$ cat src/acdf_pkg.sv
// Purpose: shared constants and types for the analog channel diag/filter block
// Assumes: 50 MHz module clock; samples are signed mV (voltage) or uA (current)
// Notes: timing counts above 4096 cycles are overridable at the top level
package acdf_pkg;

    localparam int NCH = 4;
    localparam int DW = 16;
    localparam int FRAC = 8;
    localparam int AW = DW + FRAC;
    localparam int CW = 2;

    // module clock and integration timing
    localparam int CLK_MHZ = 50;
    localparam int INTEG_10HZ_US = 100000;
    localparam int INTEG_50HZ_US = 20000;
    localparam int INTEG_60HZ_US = 16667;
    localparam int INTEG_10HZ_CYC = INTEG_10HZ_US * CLK_MHZ;
    localparam int INTEG_50HZ_CYC = INTEG_50HZ_US * CLK_MHZ;
    localparam int INTEG_60HZ_CYC = INTEG_60HZ_US * CLK_MHZ;
    localparam int FAST_SH = 2;
    localparam int CNT_W = 23;

    // smoothing depth as a shift: 1, 4, 16, 32 module cycles
    localparam int SMOOTH_SH_NONE = 0;
    localparam int SMOOTH_SH_WEAK = 2;
    localparam int SMOOTH_SH_MEDIUM = 4;
    localparam int SMOOTH_SH_STRONG = 5;

    // wire break / undershoot and range limits (mV or uA)
    localparam logic signed [DW-1:0] WB_U_MV = 16'sd296;
    localparam logic signed [DW-1:0] WB_I_UA = 16'sd1185;
    localparam logic signed [DW-1:0] OVF_U15_MV = 16'sd5704;
    localparam logic signed [DW-1:0] OVF_U10_MV = 16'sd11759;
    localparam logic signed [DW-1:0] UNF_U10_MV = -16'sd11759;
    localparam logic signed [DW-1:0] OVF_I420_UA = 16'sd22815;
    localparam logic signed [DW-1:0] OVF_I020_UA = 16'sd23518;
    localparam logic signed [DW-1:0] UNF_I020_UA = -16'sd3518;

    // substitute codes
    localparam logic [DW-1:0] VAL_WB_DIAG = 16'h7FFF;
    localparam logic [DW-1:0] VAL_WB_NODIAG = 16'h8000;

    typedef enum logic [2:0] {
        RANGE_OFF, RANGE_U_1_5, RANGE_U_PM10, RANGE_I_4_20, RANGE_I_0_20
    } acdf_range_t;

    typedef enum logic [1:0] {
        SMOOTH_NONE, SMOOTH_WEAK, SMOOTH_MEDIUM, SMOOTH_STRONG
    } acdf_smooth_t;

    typedef enum logic [1:0] {
        FREQ_10HZ, FREQ_50HZ, FREQ_60HZ
    } acdf_freq_t;

endpackage

$ cat src/acdf_check_if.sv
// Purpose: carries one channel's values to the range/limit checker and back
// Assumes: checker is purely combinational
// Notes: req side is the sequencer, chk side is the checker
`timescale 1ns/1ps
interface acdf_check_if;
    import acdf_pkg::*;
    acdf_range_t range;
    logic signed [DW-1:0] raw;
    logic signed [DW-1:0] value;
    logic signed [DW-1:0] hi_lim;
    logic signed [DW-1:0] lo_lim;
    logic wire_break;
    logic overflow;
    logic underflow;
    logic above_hi;
    logic below_lo;
    modport req (output range, raw, value, hi_lim, lo_lim,
        input wire_break, overflow, underflow, above_hi, below_lo);
    modport chk (input range, raw, value, hi_lim, lo_lim,
        output wire_break, overflow, underflow, above_hi, below_lo);
endinterface

$ cat src/acdf_chan_check.sv
// Purpose: range, wire break and limit evaluation for one channel value
// Assumes: raw and smoothed values in mV or uA
// Notes: combinational only
`timescale 1ns/1ps
module acdf_chan_check
    import acdf_pkg::*;
(
    // request and result
    acdf_check_if.chk chk
);
    always_comb
    begin
        chk.wire_break = 1'b0;
        chk.overflow = 1'b0;
        chk.underflow = 1'b0;
        unique case (chk.range)
            RANGE_U_1_5:
            begin
                chk.wire_break = chk.raw <= WB_U_MV;
                chk.overflow = chk.value >= OVF_U15_MV;
                chk.underflow = chk.value <= WB_U_MV;
            end
            RANGE_U_PM10:
            begin
                chk.overflow = chk.value >= OVF_U10_MV;
                chk.underflow = chk.value <= UNF_U10_MV;
            end
            RANGE_I_4_20:
            begin
                chk.wire_break = chk.raw <= WB_I_UA;
                chk.overflow = chk.value >= OVF_I420_UA;
                chk.underflow = chk.value <= WB_I_UA;
            end
            RANGE_I_0_20:
            begin
                chk.overflow = chk.value >= OVF_I020_UA;
                chk.underflow = chk.value <= UNF_I020_UA;
            end
            default:
            begin
                chk.wire_break = 1'b0;
            end
        endcase
        chk.above_hi = chk.value > chk.hi_lim;
        chk.below_lo = chk.value < chk.lo_lim;
    end
endmodule

$ cat src/acdf_filt_mem.sv
// Purpose: per-channel smoothing accumulator store
// Assumes: one write and one read per clock
// Notes: read data comes from a register, one cycle after the address
`timescale 1ns/1ps
module acdf_filt_mem
    import acdf_pkg::*;
(
    // clock and reset
    input wire logic clock_i,
    input wire logic rst_b_i,
    // write port
    input wire logic wr_en_i,
    input wire logic [CW-1:0] wr_addr_i,
    input wire logic [AW-1:0] wr_data_i,
    // read port
    input wire logic [CW-1:0] rd_addr_i,
    output logic [AW-1:0] rd_data_o
);
    typedef struct packed {
        logic [NCH-1:0][AW-1:0] mem;
        logic [AW-1:0] rd;
    } acdf_mem_t;

    acdf_mem_t s_ff;
    acdf_mem_t nxt_s;

    always_comb
    begin
        nxt_s = s_ff;
        nxt_s.rd = s_ff.mem[rd_addr_i];
        if (wr_en_i)
        begin
            nxt_s.mem[wr_addr_i] = wr_data_i;
        end
    end

    always_ff @(posedge clock_i or negedge rst_b_i)
    begin
        if (!rst_b_i)
        begin
            s_ff <= '0;
        end
        else
        begin
            s_ff <= nxt_s;
        end
    end

    assign rd_data_o = s_ff.rd;
endmodule

$ cat src/acdf_top.sv
// Purpose: channel sequencer, smoothing and diagnostics for a 4-channel analog input
// Assumes: converter sample_i is valid in the last cycle that conv_gate_o is high
// Notes: one module cycle visits every enabled channel in order 0..3
`timescale 1ns/1ps
module acdf_top
    import acdf_pkg::*;
#(
    parameter int P_INTEG_10HZ_CYC = acdf_pkg::INTEG_10HZ_CYC,
    parameter int P_INTEG_50HZ_CYC = acdf_pkg::INTEG_50HZ_CYC,
    parameter int P_INTEG_60HZ_CYC = acdf_pkg::INTEG_60HZ_CYC
)
(
    // clock and reset
    input wire logic clock_i,
    input wire logic rst_b_i,
    // module configuration
    input wire logic group_diag_en_i,
    input wire logic enc_diag_en_i,
    input wire logic limit_irq_en_i,
    input wire logic fast_mode_i,
    input wire acdf_pkg::acdf_freq_t freq_sel_i,
    // channel configuration
    input wire acdf_pkg::acdf_range_t [acdf_pkg::NCH-1:0] range_i,
    input wire acdf_pkg::acdf_smooth_t [acdf_pkg::NCH-1:0] smooth_i,
    input wire logic [acdf_pkg::NCH-1:0] wb_diag_en_i,
    input wire logic [acdf_pkg::NCH-1:0] ovf_diag_en_i,
    input wire logic [acdf_pkg::NCH-1:0] sc_in_diag_en_i,
    input wire logic [acdf_pkg::NCH-1:0] sc_out_diag_en_i,
    input wire logic [acdf_pkg::NCH-1:0][acdf_pkg::DW-1:0] hi_limit_i,
    input wire logic [acdf_pkg::NCH-1:0][acdf_pkg::DW-1:0] lo_limit_i,
    // converter and fault detectors
    input wire logic [acdf_pkg::DW-1:0] sample_i,
    input wire logic [acdf_pkg::NCH-1:0] in_short_i,
    input wire logic [acdf_pkg::NCH-1:0] out_short_p_i,
    input wire logic [acdf_pkg::NCH-1:0] out_short_m_i,
    input wire logic enc_short_i,
    output logic conv_gate_o,
    output logic [acdf_pkg::CW-1:0] conv_chan_o,
    // results toward the station
    output logic [acdf_pkg::NCH-1:0][acdf_pkg::DW-1:0] value_o,
    output logic value_valid_o,
    output logic [acdf_pkg::CW-1:0] value_chan_o,
    output logic cycle_done_o,
    output logic [acdf_pkg::NCH-1:0] diag_wb_o,
    output logic [acdf_pkg::NCH-1:0] diag_ovf_o,
    output logic [acdf_pkg::NCH-1:0] diag_unf_o,
    output logic [acdf_pkg::NCH-1:0] diag_sc_in_o,
    output logic [acdf_pkg::NCH-1:0] diag_sc_out_o,
    output logic diag_enc_o,
    output logic limit_irq_o,
    output logic [acdf_pkg::CW-1:0] limit_chan_o,
    output logic limit_hi_o
);
    typedef enum logic [1:0] {ST_SCAN, ST_INTEG, ST_UPD} acdf_state_t;

    typedef struct packed {
        acdf_state_t st;
        logic [CW-1:0] chan;
        logic [CNT_W-1:0] cnt;
        logic [CNT_W-1:0] gate_len;
        acdf_freq_t cap_freq;
        logic cap_fast;
        logic gate;
        logic [DW-1:0] sample;
        logic [NCH-1:0][DW-1:0] value;
        logic valid;
        logic [CW-1:0] val_chan;
        logic done;
        logic [NCH-1:0] wb;
        logic [NCH-1:0] ovf;
        logic [NCH-1:0] unf;
        logic [NCH-1:0] sc_in;
        logic [NCH-1:0] sc_out;
        logic enc;
        logic [NCH-1:0] hi_above;
        logic [NCH-1:0] lo_below;
        logic irq;
        logic [CW-1:0] irq_chan;
        logic irq_hi;
    } acdf_top_t;

    acdf_top_t s_ff;
    acdf_top_t nxt_s;
    logic [AW-1:0] rd_acc;
    logic signed [AW:0] diff;
    logic signed [AW:0] step;
    logic [AW-1:0] acc_new;
    logic [DW-1:0] smooth_val;
    acdf_check_if chk_if ();

    function automatic logic [CNT_W-1:0] integ_cycles(acdf_freq_t f, logic fast);
        logic [CNT_W-1:0] c;
        unique case (f)
            FREQ_10HZ: c = CNT_W'(P_INTEG_10HZ_CYC);
            FREQ_50HZ: c = CNT_W'(P_INTEG_50HZ_CYC);
            default: c = CNT_W'(P_INTEG_60HZ_CYC);
        endcase
        if (fast && (c >> FAST_SH) != '0)
        begin
            c = c >> FAST_SH;
        end
        return c;
    endfunction

    function automatic int smooth_shift(acdf_smooth_t m);
        unique case (m)
            SMOOTH_NONE: return SMOOTH_SH_NONE;
            SMOOTH_WEAK: return SMOOTH_SH_WEAK;
            SMOOTH_MEDIUM: return SMOOTH_SH_MEDIUM;
            default: return SMOOTH_SH_STRONG;
        endcase
    endfunction

    ////////////////////////////////////////////////////////////////////////////////
    // smoothing datapath
    acdf_filt_mem u_mem (
        .clock_i(clock_i),
        .rst_b_i(rst_b_i),
        .wr_en_i(s_ff.st == ST_UPD),
        .wr_addr_i(s_ff.chan),
        .wr_data_i(acc_new),
        .rd_addr_i(s_ff.chan),
        .rd_data_o(rd_acc)
    );

    // recursive mean: y += (x - y) / N reaches 63 percent of a step after N cycles
    assign diff = $signed({s_ff.sample[DW-1], s_ff.sample, {FRAC{1'b0}}})
        - $signed({rd_acc[AW-1], rd_acc});
    assign step = diff >>> smooth_shift(smooth_i[s_ff.chan]);
    assign acc_new = rd_acc + step[AW-1:0];
    assign smooth_val = acc_new[AW-1:FRAC];

    assign chk_if.range = range_i[s_ff.chan];
    assign chk_if.raw = s_ff.sample;
    assign chk_if.value = smooth_val;
    assign chk_if.hi_lim = hi_limit_i[s_ff.chan];
    assign chk_if.lo_lim = lo_limit_i[s_ff.chan];

    acdf_chan_check u_chk (
        .chk(chk_if.chk)
    );

    ////////////////////////////////////////////////////////////////////////////////
    // sequencer and diagnostics
    always_comb
    begin
        nxt_s = s_ff;
        nxt_s.valid = 1'b0;
        nxt_s.done = 1'b0;
        nxt_s.irq = 1'b0;
        nxt_s.enc = group_diag_en_i && enc_diag_en_i && enc_short_i;
        for (int c = 0; c < NCH; c++)
        begin
            nxt_s.sc_in[c] = sc_in_diag_en_i[c] && in_short_i[c]
                && (range_i[c] != RANGE_OFF);
            nxt_s.sc_out[c] = group_diag_en_i && sc_out_diag_en_i[c]
                && (out_short_p_i[c] || out_short_m_i[c]);
        end
        unique case (s_ff.st)
            ST_SCAN:
            begin
                if (range_i[s_ff.chan] != RANGE_OFF)
                begin
                    nxt_s.cnt = integ_cycles(freq_sel_i, fast_mode_i) - 1'b1;
                    nxt_s.cap_freq = freq_sel_i;
                    nxt_s.cap_fast = fast_mode_i;
                    nxt_s.gate_len = '0;
                    nxt_s.gate = 1'b1;
                    nxt_s.st = ST_INTEG;
                end
                else
                begin
                    // disabled channel: no integration slot at all
                    nxt_s.chan = s_ff.chan + 1'b1;
                    nxt_s.done = (s_ff.chan == CW'(NCH - 1));
                end
            end
            ST_INTEG:
            begin
                nxt_s.gate_len = s_ff.gate_len + 1'b1;
                if (s_ff.cnt == '0)
                begin
                    nxt_s.gate = 1'b0;
                    nxt_s.sample = sample_i;
                    nxt_s.st = ST_UPD;
                end
                else
                begin
                    nxt_s.cnt = s_ff.cnt - 1'b1;
                end
            end
            ST_UPD:
            begin
                if (chk_if.wire_break && wb_diag_en_i[s_ff.chan])
                begin
                    nxt_s.value[s_ff.chan] = VAL_WB_DIAG;
                end
                else if (chk_if.wire_break)
                begin
                    nxt_s.value[s_ff.chan] = VAL_WB_NODIAG;
                end
                else
                begin
                    nxt_s.value[s_ff.chan] = smooth_val;
                end
                nxt_s.wb[s_ff.chan] = chk_if.wire_break && wb_diag_en_i[s_ff.chan];
                nxt_s.ovf[s_ff.chan] = chk_if.overflow && ovf_diag_en_i[s_ff.chan];
                nxt_s.unf[s_ff.chan] = ovf_diag_en_i[s_ff.chan]
                    && (chk_if.underflow || chk_if.wire_break);
                nxt_s.hi_above[s_ff.chan] = chk_if.above_hi;
                nxt_s.lo_below[s_ff.chan] = chk_if.below_lo;
                if (limit_irq_en_i && chk_if.above_hi && !s_ff.hi_above[s_ff.chan])
                begin
                    nxt_s.irq = 1'b1;
                    nxt_s.irq_hi = 1'b1;
                    nxt_s.irq_chan = s_ff.chan;
                end
                else if (limit_irq_en_i && chk_if.below_lo && !s_ff.lo_below[s_ff.chan])
                begin
                    nxt_s.irq = 1'b1;
                    nxt_s.irq_hi = 1'b0;
                    nxt_s.irq_chan = s_ff.chan;
                end
                nxt_s.valid = 1'b1;
                nxt_s.val_chan = s_ff.chan;
                nxt_s.done = (s_ff.chan == CW'(NCH - 1));
                nxt_s.chan = s_ff.chan + 1'b1;
                nxt_s.st = ST_SCAN;
            end
        endcase
        if (!group_diag_en_i)
        begin
            nxt_s.wb = '0;
            nxt_s.ovf = '0;
            nxt_s.unf = '0;
        end
    end

    always_ff @(posedge clock_i or negedge rst_b_i)
    begin
        if (!rst_b_i)
        begin
            s_ff <= '0;
        end
        else
        begin
            s_ff <= nxt_s;
        end
    end

    assign conv_gate_o = s_ff.gate;
    assign conv_chan_o = s_ff.chan;
    assign value_o = s_ff.value;
    assign value_valid_o = s_ff.valid;
    assign value_chan_o = s_ff.val_chan;
    assign cycle_done_o = s_ff.done;
    assign diag_wb_o = s_ff.wb;
    assign diag_ovf_o = s_ff.ovf;
    assign diag_unf_o = s_ff.unf;
    assign diag_sc_in_o = s_ff.sc_in;
    assign diag_sc_out_o = s_ff.sc_out;
    assign diag_enc_o = s_ff.enc;
    assign limit_irq_o = s_ff.irq;
    assign limit_chan_o = s_ff.irq_chan;
    assign limit_hi_o = s_ff.irq_hi;
endmodule

$ cat config.mk
export PLATFORM = sky130hd
export DESIGN_NAME = acdf_top
export DESIGN_NICKNAME = d
export VERILOG_FILES = /design/src/acdf_pkg.sv /design/src/acdf_check_if.sv /design/src/acdf_chan_check.sv /design/src/acdf_filt_mem.sv /design/src/acdf_top.sv
export SDC_FILE = /design/constraint.sdc
export NUM_CORES = 1
export LEC_CHECK = 0
export BUFFER_PORTS_ARGS = -buffer_cell sky130_fd_sc_hd__buf_2
export CAP_MARGIN = 30
export CORE_MARGIN = 4
export CORE_UTILIZATION = 25
export CTS_BUF_LIST = sky130_fd_sc_hd__clkbuf_8
export CTS_CLUSTER_DIAMETER = 80
export DETAILED_ROUTE_END_ITERATION = 16
export SLEW_MARGIN = 20
export SYNTH_ARGS = -nofsm -noshare
export SYNTH_HDL_FRONTEND = slang
export SYNTH_SLANG_ARGS = --single-unit
$ cat constraint.sdc
create_clock -name clock_i -period 7.1 [get_ports clock_i]
set_input_delay 1.42 -clock clock_i [delete_from_list [all_inputs] [get_ports clock_i]]
set_output_delay 1.42 -clock clock_i [all_outputs]
set_load 0.02 [all_outputs]
==> results_dict.tcl, run 1 <==
set metrics [dict create \
    fp.dieH_um 267.4 \
    clk_path_buf_depth 3 \
    coreArea_mm2 0.06622 \
    grt_pass1_vias 14660 \
    cpMaxStageDelayCell "or4_4" \
    ff_latch_area_mm2 0.006640 \
    path_clk_slew_ns 0.06 \
    final_common_cell "buf_2" \
    routed-via-count 14240 \
    multi_input_area_mm2 0.008940 \
    diodes 0 \
    cts.sinks 265 \
    required_ns 7.60 \
    endpoint_kind "flip-flop" \
    setup_violations 0 \
    fill_cells 6846 \
    synthXorXnorAreaFrac_pct 2.700 \
    dr_wl_met2_um 25580 \
    clkLatencyLatePin_ns 0.63 \
    port_buffers 296 \
    ir_worst_vdd_mv 0.2794 \
    yosys.area_share.simple_pct 12.82 \
    ctsHoldBuffers 0 \
    p_leak_nw 9.438 \
    syn_area_per_cell_um2 9.733 \
    area_delta_synth_final_pct 21.33 \
    vias_per_cell 4.921 \
    ios 297 \
    max-slew-margin-rel_pct 35.52 \
    syn_nets 2009 \
    synthAdderAreaFrac_pct 5.996 \
    detail_route.wirelength_um 54210 \
    drt_iter0_markers 899 \
    yosysWarnings 0 \
    die-area_mm2 0.07149 \
    hp-class "reg -> reg" \
    grt_use_total_pct 14.81 \
    final_antenna_net_count 0 \
    layout_setup_ws_ns 0.4005 \
    crit_arrival_ns 7.20 \
    synthCells 1728 \
    finalCriticalPeriod_ns 6.700 \
    p_per_area_mw_per_mm2 488.2 \
    dp_hpwl_um 41130 \
    dp_slack_ns -0.07775 \
    tightest_slew_ns 0.9672 \
    ys_seq_area_share_pct 39.43 \
    cts_tree "done" \
    final_cell_mix "295 x buf_2, 262 x dfrtp_1, 233 x nand2_1" \
    m1WireLength_um 23940 \
    ys.flop_type "dfrtp_1" \
    synth_edf_count 0 \
    ys_seq_elements 265 \
    root_buffer "clkbuf_8" \
    cp_slowest_stage_delay_ns 0.49 \
    synth_compound_area_share_pct 17.90 \
    async_flop_share_pct 100.0 \
    antenna_found_initial 1 \
    synthMuxAreaShare_pct 12.97 \
    grt_max_degree 157 \
    numCtsBuffers 50 \
    finalMaxSlewViolations 0 \
    cts-htree-levels 2 \
    first_pass_iters 5 \
    timing.fmax_ghz 0.1493 \
    start_util_pct 25.40 \
    skew_ns 0.03679 \
    status "completed" \
    cp-start-kind "flip-flop" \
    rows 94 \
    layout-drive-gt1-share_pct 33.15 \
    grt_overflow 0 \
    worstPathMaxFanout 3 \
    critical_path_class "reg -> reg" \
    place_congestion 0.9230 \
    highest_layer "met4" \
    synth.distinct_cells 95 \
    drc_errors 0 \
    drv_cap 0 \
    hold_viol 0 \
    wl_per_cell_um 18.73 \
    fin_nets 2272 \
    synth_top_family_by_area "compound AO/OA/AOI/OAI gates" \
    timing.final.crit_share_pct 94.36 \
    grt_pass1_wl_um 83310 \
    syn-cell-area_mm2 0.01682 \
    utilization_pct 30.82 \
    wl_met3_um 3303 \
    die_w_um 267.4 \
]
==> cell families after synthesis <==
logic type,Yosys count
AO/OA/AOI/OAI,478
AND/OR/NAND/NOR,461
buffers and inverters,271
flip-flops,265
multiplexers,130
adder cells (fa/ha/maj),80
XOR/XNOR,43
==> repair_timing <==
item / CTS / global route
buffers inserted: 0 / 1
resized for setup: 0 / 23
endpoints found under the setup margin: 0 / 12
endpoints found under the hold margin: 0 / 0
==> synthesized netlist by cell type (all sizes together), types with 12 or more instances <==
cell	count	area, µm²
a211oi	22	175.2
xor2	12	127.6
inv	85	319.1
nand2	238	895.9
nor2	63	241.5
nor3	33	175.2
xnor2	30	304.0
dfrtp	265	6631
clkbuf	77	289.0
mux2	61	690.7
nand3	26	135.1
and3	15	93.84
a31oi	24	186.4
buf	108	764.5
a21oi	90	454.2
nand2b	12	75.07
a21o	24	180.2
nand4	12	81.33
ha	79	988.5
o21ai	211	1064
mux4	64	1441
==> worst paths after layout <==
path                            slack, ns         endpoint  depth (start not counted)                start
worst max-delay path                 0.40  limit_chan_o[0]                         28  u_mem.rd_data_o[12]
worst min-delay path                 0.48   u_mem.s_ff[82]                          2       u_mem.s_ff[82]
worst max register to register       0.40  limit_chan_o[0]                         28  u_mem.rd_data_o[12]
worst min register to register       0.48   u_mem.s_ff[82]                          2       u_mem.s_ff[82]
max in group asynchronous            5.15   conv_chan_o[1]                          2              rst_b_i
min in group asynchronous            0.69      value_o[62]                          1              rst_b_i
==> cell type report <==
cell class / instances / area share, %
flip-flops and latches: 265 / 32.54
repair buffers: 396 / 11.34
multi-input cells: 1192 / 43.81
clock buffers: 63 / 4.249
inverters: 86 / 1.582
well taps: 864 / 5.298
clock inverters: 28 / 1.177
==> state kept, by name (all words and copies together) (netlist names), 4 cells and up <==
signal / flops
diag_wb_o: 4
diag_unf_o: 4
value_o: 64
u_mem.s_ff: 96
diag_sc_in_o: 4
s_ff: 33
diag_ovf_o: 4
u_mem.rd_data_o: 24
chk_if.raw: 16
diag_sc_out_o: 4
==> metal layers <==
| metal | vias to the layer above | global-route usage (%) |
|---|---|---|
| met5 | - | 0 |
| met4 | 0 | 4.369 |
| met3 | 81 | 2.820 |
| met2 | 497 | 24.69 |
| met1 | 7012 | 19.63 |
| li1 | 6651 | - |
==> report_power, final <==
part	switching [W]	internal (W)
Sequential	0.000139	0.00163
Clock	0.000690	0.000947
Combinational	0.00393	0.00263
==> critical path, delay by kind of cell (launching register included) <==
family,cells,cell delay [ns]
adders and majority gates,3,0.96
buffers and inverters,3,0.36
DFF,1,0.46
and+or+nand+nor,5,1.04
muxes,2,0.82
AOI/OAI and AO/OA,12,2.24
xor gates and xnor gates,3,0.70
==> per-stage QoR <==
stage	TNS [ns]	hold WS [ns]	total power [W]	std cells	area, µm²
after floorplan	0	0.4446	0.005784	1728	16820
after global placement	-0.03439	0.4563	0.008084	2799	19120
after detailed placement	-0.1426	0.4664	0.008194	2800	19130
after CTS	0	0.4808	0.009907	2891	20240
after global routing	-0.04997	0.5034	0.01073	2894	20410
final	0	0.4761	0.009961	2894	20410
Power figures use the tool's default switching activity.
==> run 2, diff against run 1 <==
--- a/config.mk
+++ b/config.mk
@@ -12,6 +12,7 @@
 export CTS_BUF_LIST = sky130_fd_sc_hd__clkbuf_8
 export CTS_CLUSTER_DIAMETER = 80
 export DETAILED_ROUTE_END_ITERATION = 16
+export PLACE_DENSITY = 0.48
 export SLEW_MARGIN = 20
 export SYNTH_ARGS = -nofsm -noshare
 export SYNTH_HDL_FRONTEND = slang
==> constraint.sdc (replaced) <==
create_clock -name clock_i -period 6.8 [get_ports clock_i]
set_input_delay 1.36 -clock clock_i [delete_from_list [all_inputs] [get_ports clock_i]]
set_output_delay 1.36 -clock clock_i [all_outputs]
set_load 0.02 [all_outputs]
==> results_dict.tcl, run 2 (synthesis results as in run 1) <==
set metrics [dict create \
    status "completed" \
    clkLatencyLatePin_ns 0.65 \
    setup_violations 0 \
    fp.dieH_um 267.4 \
    reg2reg_slack_ns 0.19 \
    cp_slowest_stage_delay_ns 0.45 \
    crit_arrival_ns 7.12 \
    largest_register_ffs 96 \
    numCtsBuffers 52 \
    place_congestion 0.8916 \
    finalPower_w 0.01100 \
    layout-drive-gt1-share_pct 36.22 \
    drc_errors 0 \
    critical_path_class "reg -> reg" \
    endpoint_kind "flip-flop" \
    top_register "u_mem.s_ff" \
    finalMaxSlewViolations 0 \
    finalCriticalPeriod_ns 6.609 \
    hold_viol 0 \
    combPwrFrac_pct 67.9 \
    port_buffers 296 \
    fin_hold_ws_ns 0.4738 \
    required_ns 7.31 \
    final_common_cell "buf_2" \
    grt_pass1_wl_um 88290 \
    ir_worst_vdd_mv 0.2938 \
    wl_per_cell_um 19.75 \
    cts_tree "done" \
    area_delta_synth_final_pct 24.95 \
    highest_layer "met5" \
    fin_nets 2325 \
    first_pass_iters 7 \
    p_per_area_mw_per_mm2 523.4 \
    cts-htree-levels 2 \
    path_buf_inv 6 \
    cp-start-kind "flip-flop" \
    skew_ns 0.05600 \
    grt_max_degree 124 \
    wl_met3_um 3904 \
    sw_frac_of_total_pct 47.76 \
    ios 297 \
    antenna_found_initial 4 \
    switchingPower_w 0.005253 \
    grt_use_total_pct 15.89 \
    timing.final.crit_share_pct 97.20 \
    rows 94 \
    seqPwrFrac_pct 16.7 \
    worstPathMaxFanout 3 \
    dp_hpwl_um 43820 \
    final_antenna_net_count 0 \
    cpMaxStageDelayCell "dfrtp_1" \
    p_clk_share_pct 15.5 \
    root_buffer "clkbuf_8" \
    grt_overflow 0 \
    drt_iter0_markers 890 \
    start_util_pct 25.40 \
    vias_per_cell 4.863 \
    critical-path-top-delay-family "compound AO/OA/AOI/OAI gates" \
    die-area_mm2 0.07149 \
    cts.sinks 265 \
    crit_top_cell "buf_4" \
    path_clk_slew_ns 0.06 \
    die_w_um 267.4 \
    internal_power_w 0.005747 \
    drv_cap 0 \
    final_cell_mix "296 x buf_2, 262 x dfrtp_1, 230 x nand2_1" \
    detail_route.wirelength_um 58210 \
    timing.fmax_ghz 0.1513 \
    m1WireLength_um 25560 \
    fill_cells 6873 \
    hp-class "reg -> reg" \
    max-slew-margin-rel_pct 35.52 \
    dr_wl_met2_um 27170 \
    coreArea_mm2 0.06622 \
    p_leak_nw 9.717 \
    tightest_slew_ns 0.9672 \
    clk_path_buf_depth 3 \
    rsz0062_at_grt "yes" \
    grt_pass1_vias 14770 \
    routed-via-count 14330 \
    ctsHoldBuffers 0 \
]
-- run 2: cell types whose count changed in the layout (fill, tap and decap cells not counted), moves of 5 or more --
cell,change
buf_4,+48
ha_1,-5
o21ai_0,-9
o21ai_1,+5
-- run 2: final timing paths --
check                                        start         endpoint  cells past startpoint
worst max-delay path            u_mem.rd_data_o[9]  limit_chan_o[1]                     33
worst min-delay path                   value_o[13]      value_o[13]                      2
worst max register to register  u_mem.rd_data_o[9]  limit_chan_o[1]                     33
worst min register to register         value_o[13]      value_o[13]                      2
max in group asynchronous                  rst_b_i   conv_chan_o[1]                      3
min in group asynchronous                  rst_b_i   chk_if.raw[14]                      1
-- run 2: worst register-to-register path, delay by kind of cell, from the launching register on --
kind                     cells  cell delay [ns]
AO/OA/AOI/OAI               13             2.23
AND/OR/NAND/NOR              9             1.71
buffers and inverters        6             0.78
adder cells (fa/ha/maj)      3             0.72
flip-flops                   1             0.45
multiplexers                 1             0.31
XOR/XNOR                     1             0.26
-- run 2: area by class of cell --
class	instances	area [µm²]	area share (%)
well taps	864	1081	5.144
flip-flops and latches	265	6640	31.60
clock inverters	31	250.2	1.191
clock buffers	61	839.6	3.995
diodes	1	2.502	0.01191
inverters	86	327.8	1.560
repair buffers	447	2695	12.82
multi-input cells	1192	9179	43.68
-- run 2: power groups by stage --
stage / logic, W / clock network (W) / registers (W)
6_report: 0.00747 / 0.00170 / 0.00183
5_1_grt: 0.00817 / 0.00185 / 0.00185
4_1_cts: 0.00705 / 0.00178 / 0.00184
3_5_place_dp: 0.00695 / 0 / 0.00186
3_3_place_gp: 0.00691 / 0 / 0.00186
2_1_floorplan: 0.00425 / 0 / 0.00181
-- run 2: what timing repair did --
item	in CTS	in global routing
setup buffers	0	13
pin swaps	1	45
endpoints found under the setup margin	2	12
cloned	0	1
gates resized for setup	7	71
hold endpoints to repair	0	0
-- run 2: metal layers --
| layer | track usage, % | up-vias |
|---|---|---|
| met5 | 0 | - |
| met4 | 4.269 | 2 |
| met3 | 3.372 | 92 |
| met2 | 26.80 | 531 |
| met1 | 20.76 | 6926 |
| li1 | - | 6781 |
-- run 2: stage by stage --
stage / util, % / instances / setup slack (ns) / TNS (ns) / instance area (µm²)
2_1_floorplan: - / 1728 / 0.02500 / 0 / 16840
3_3_place_gp: 29.30 / 2838 / -0.2787 / -0.5626 / 19400
3_5_place_dp: 29.33 / 2839 / -0.3545 / -0.9237 / 19420
4_1_cts: 31.03 / 2931 / 0.01270 / 0 / 20550
5_1_grt: 31.74 / 2947 / -0.04971 / -0.09210 / 21020
6_report: 31.74 / 2947 / 0.1906 / 0 / 21020
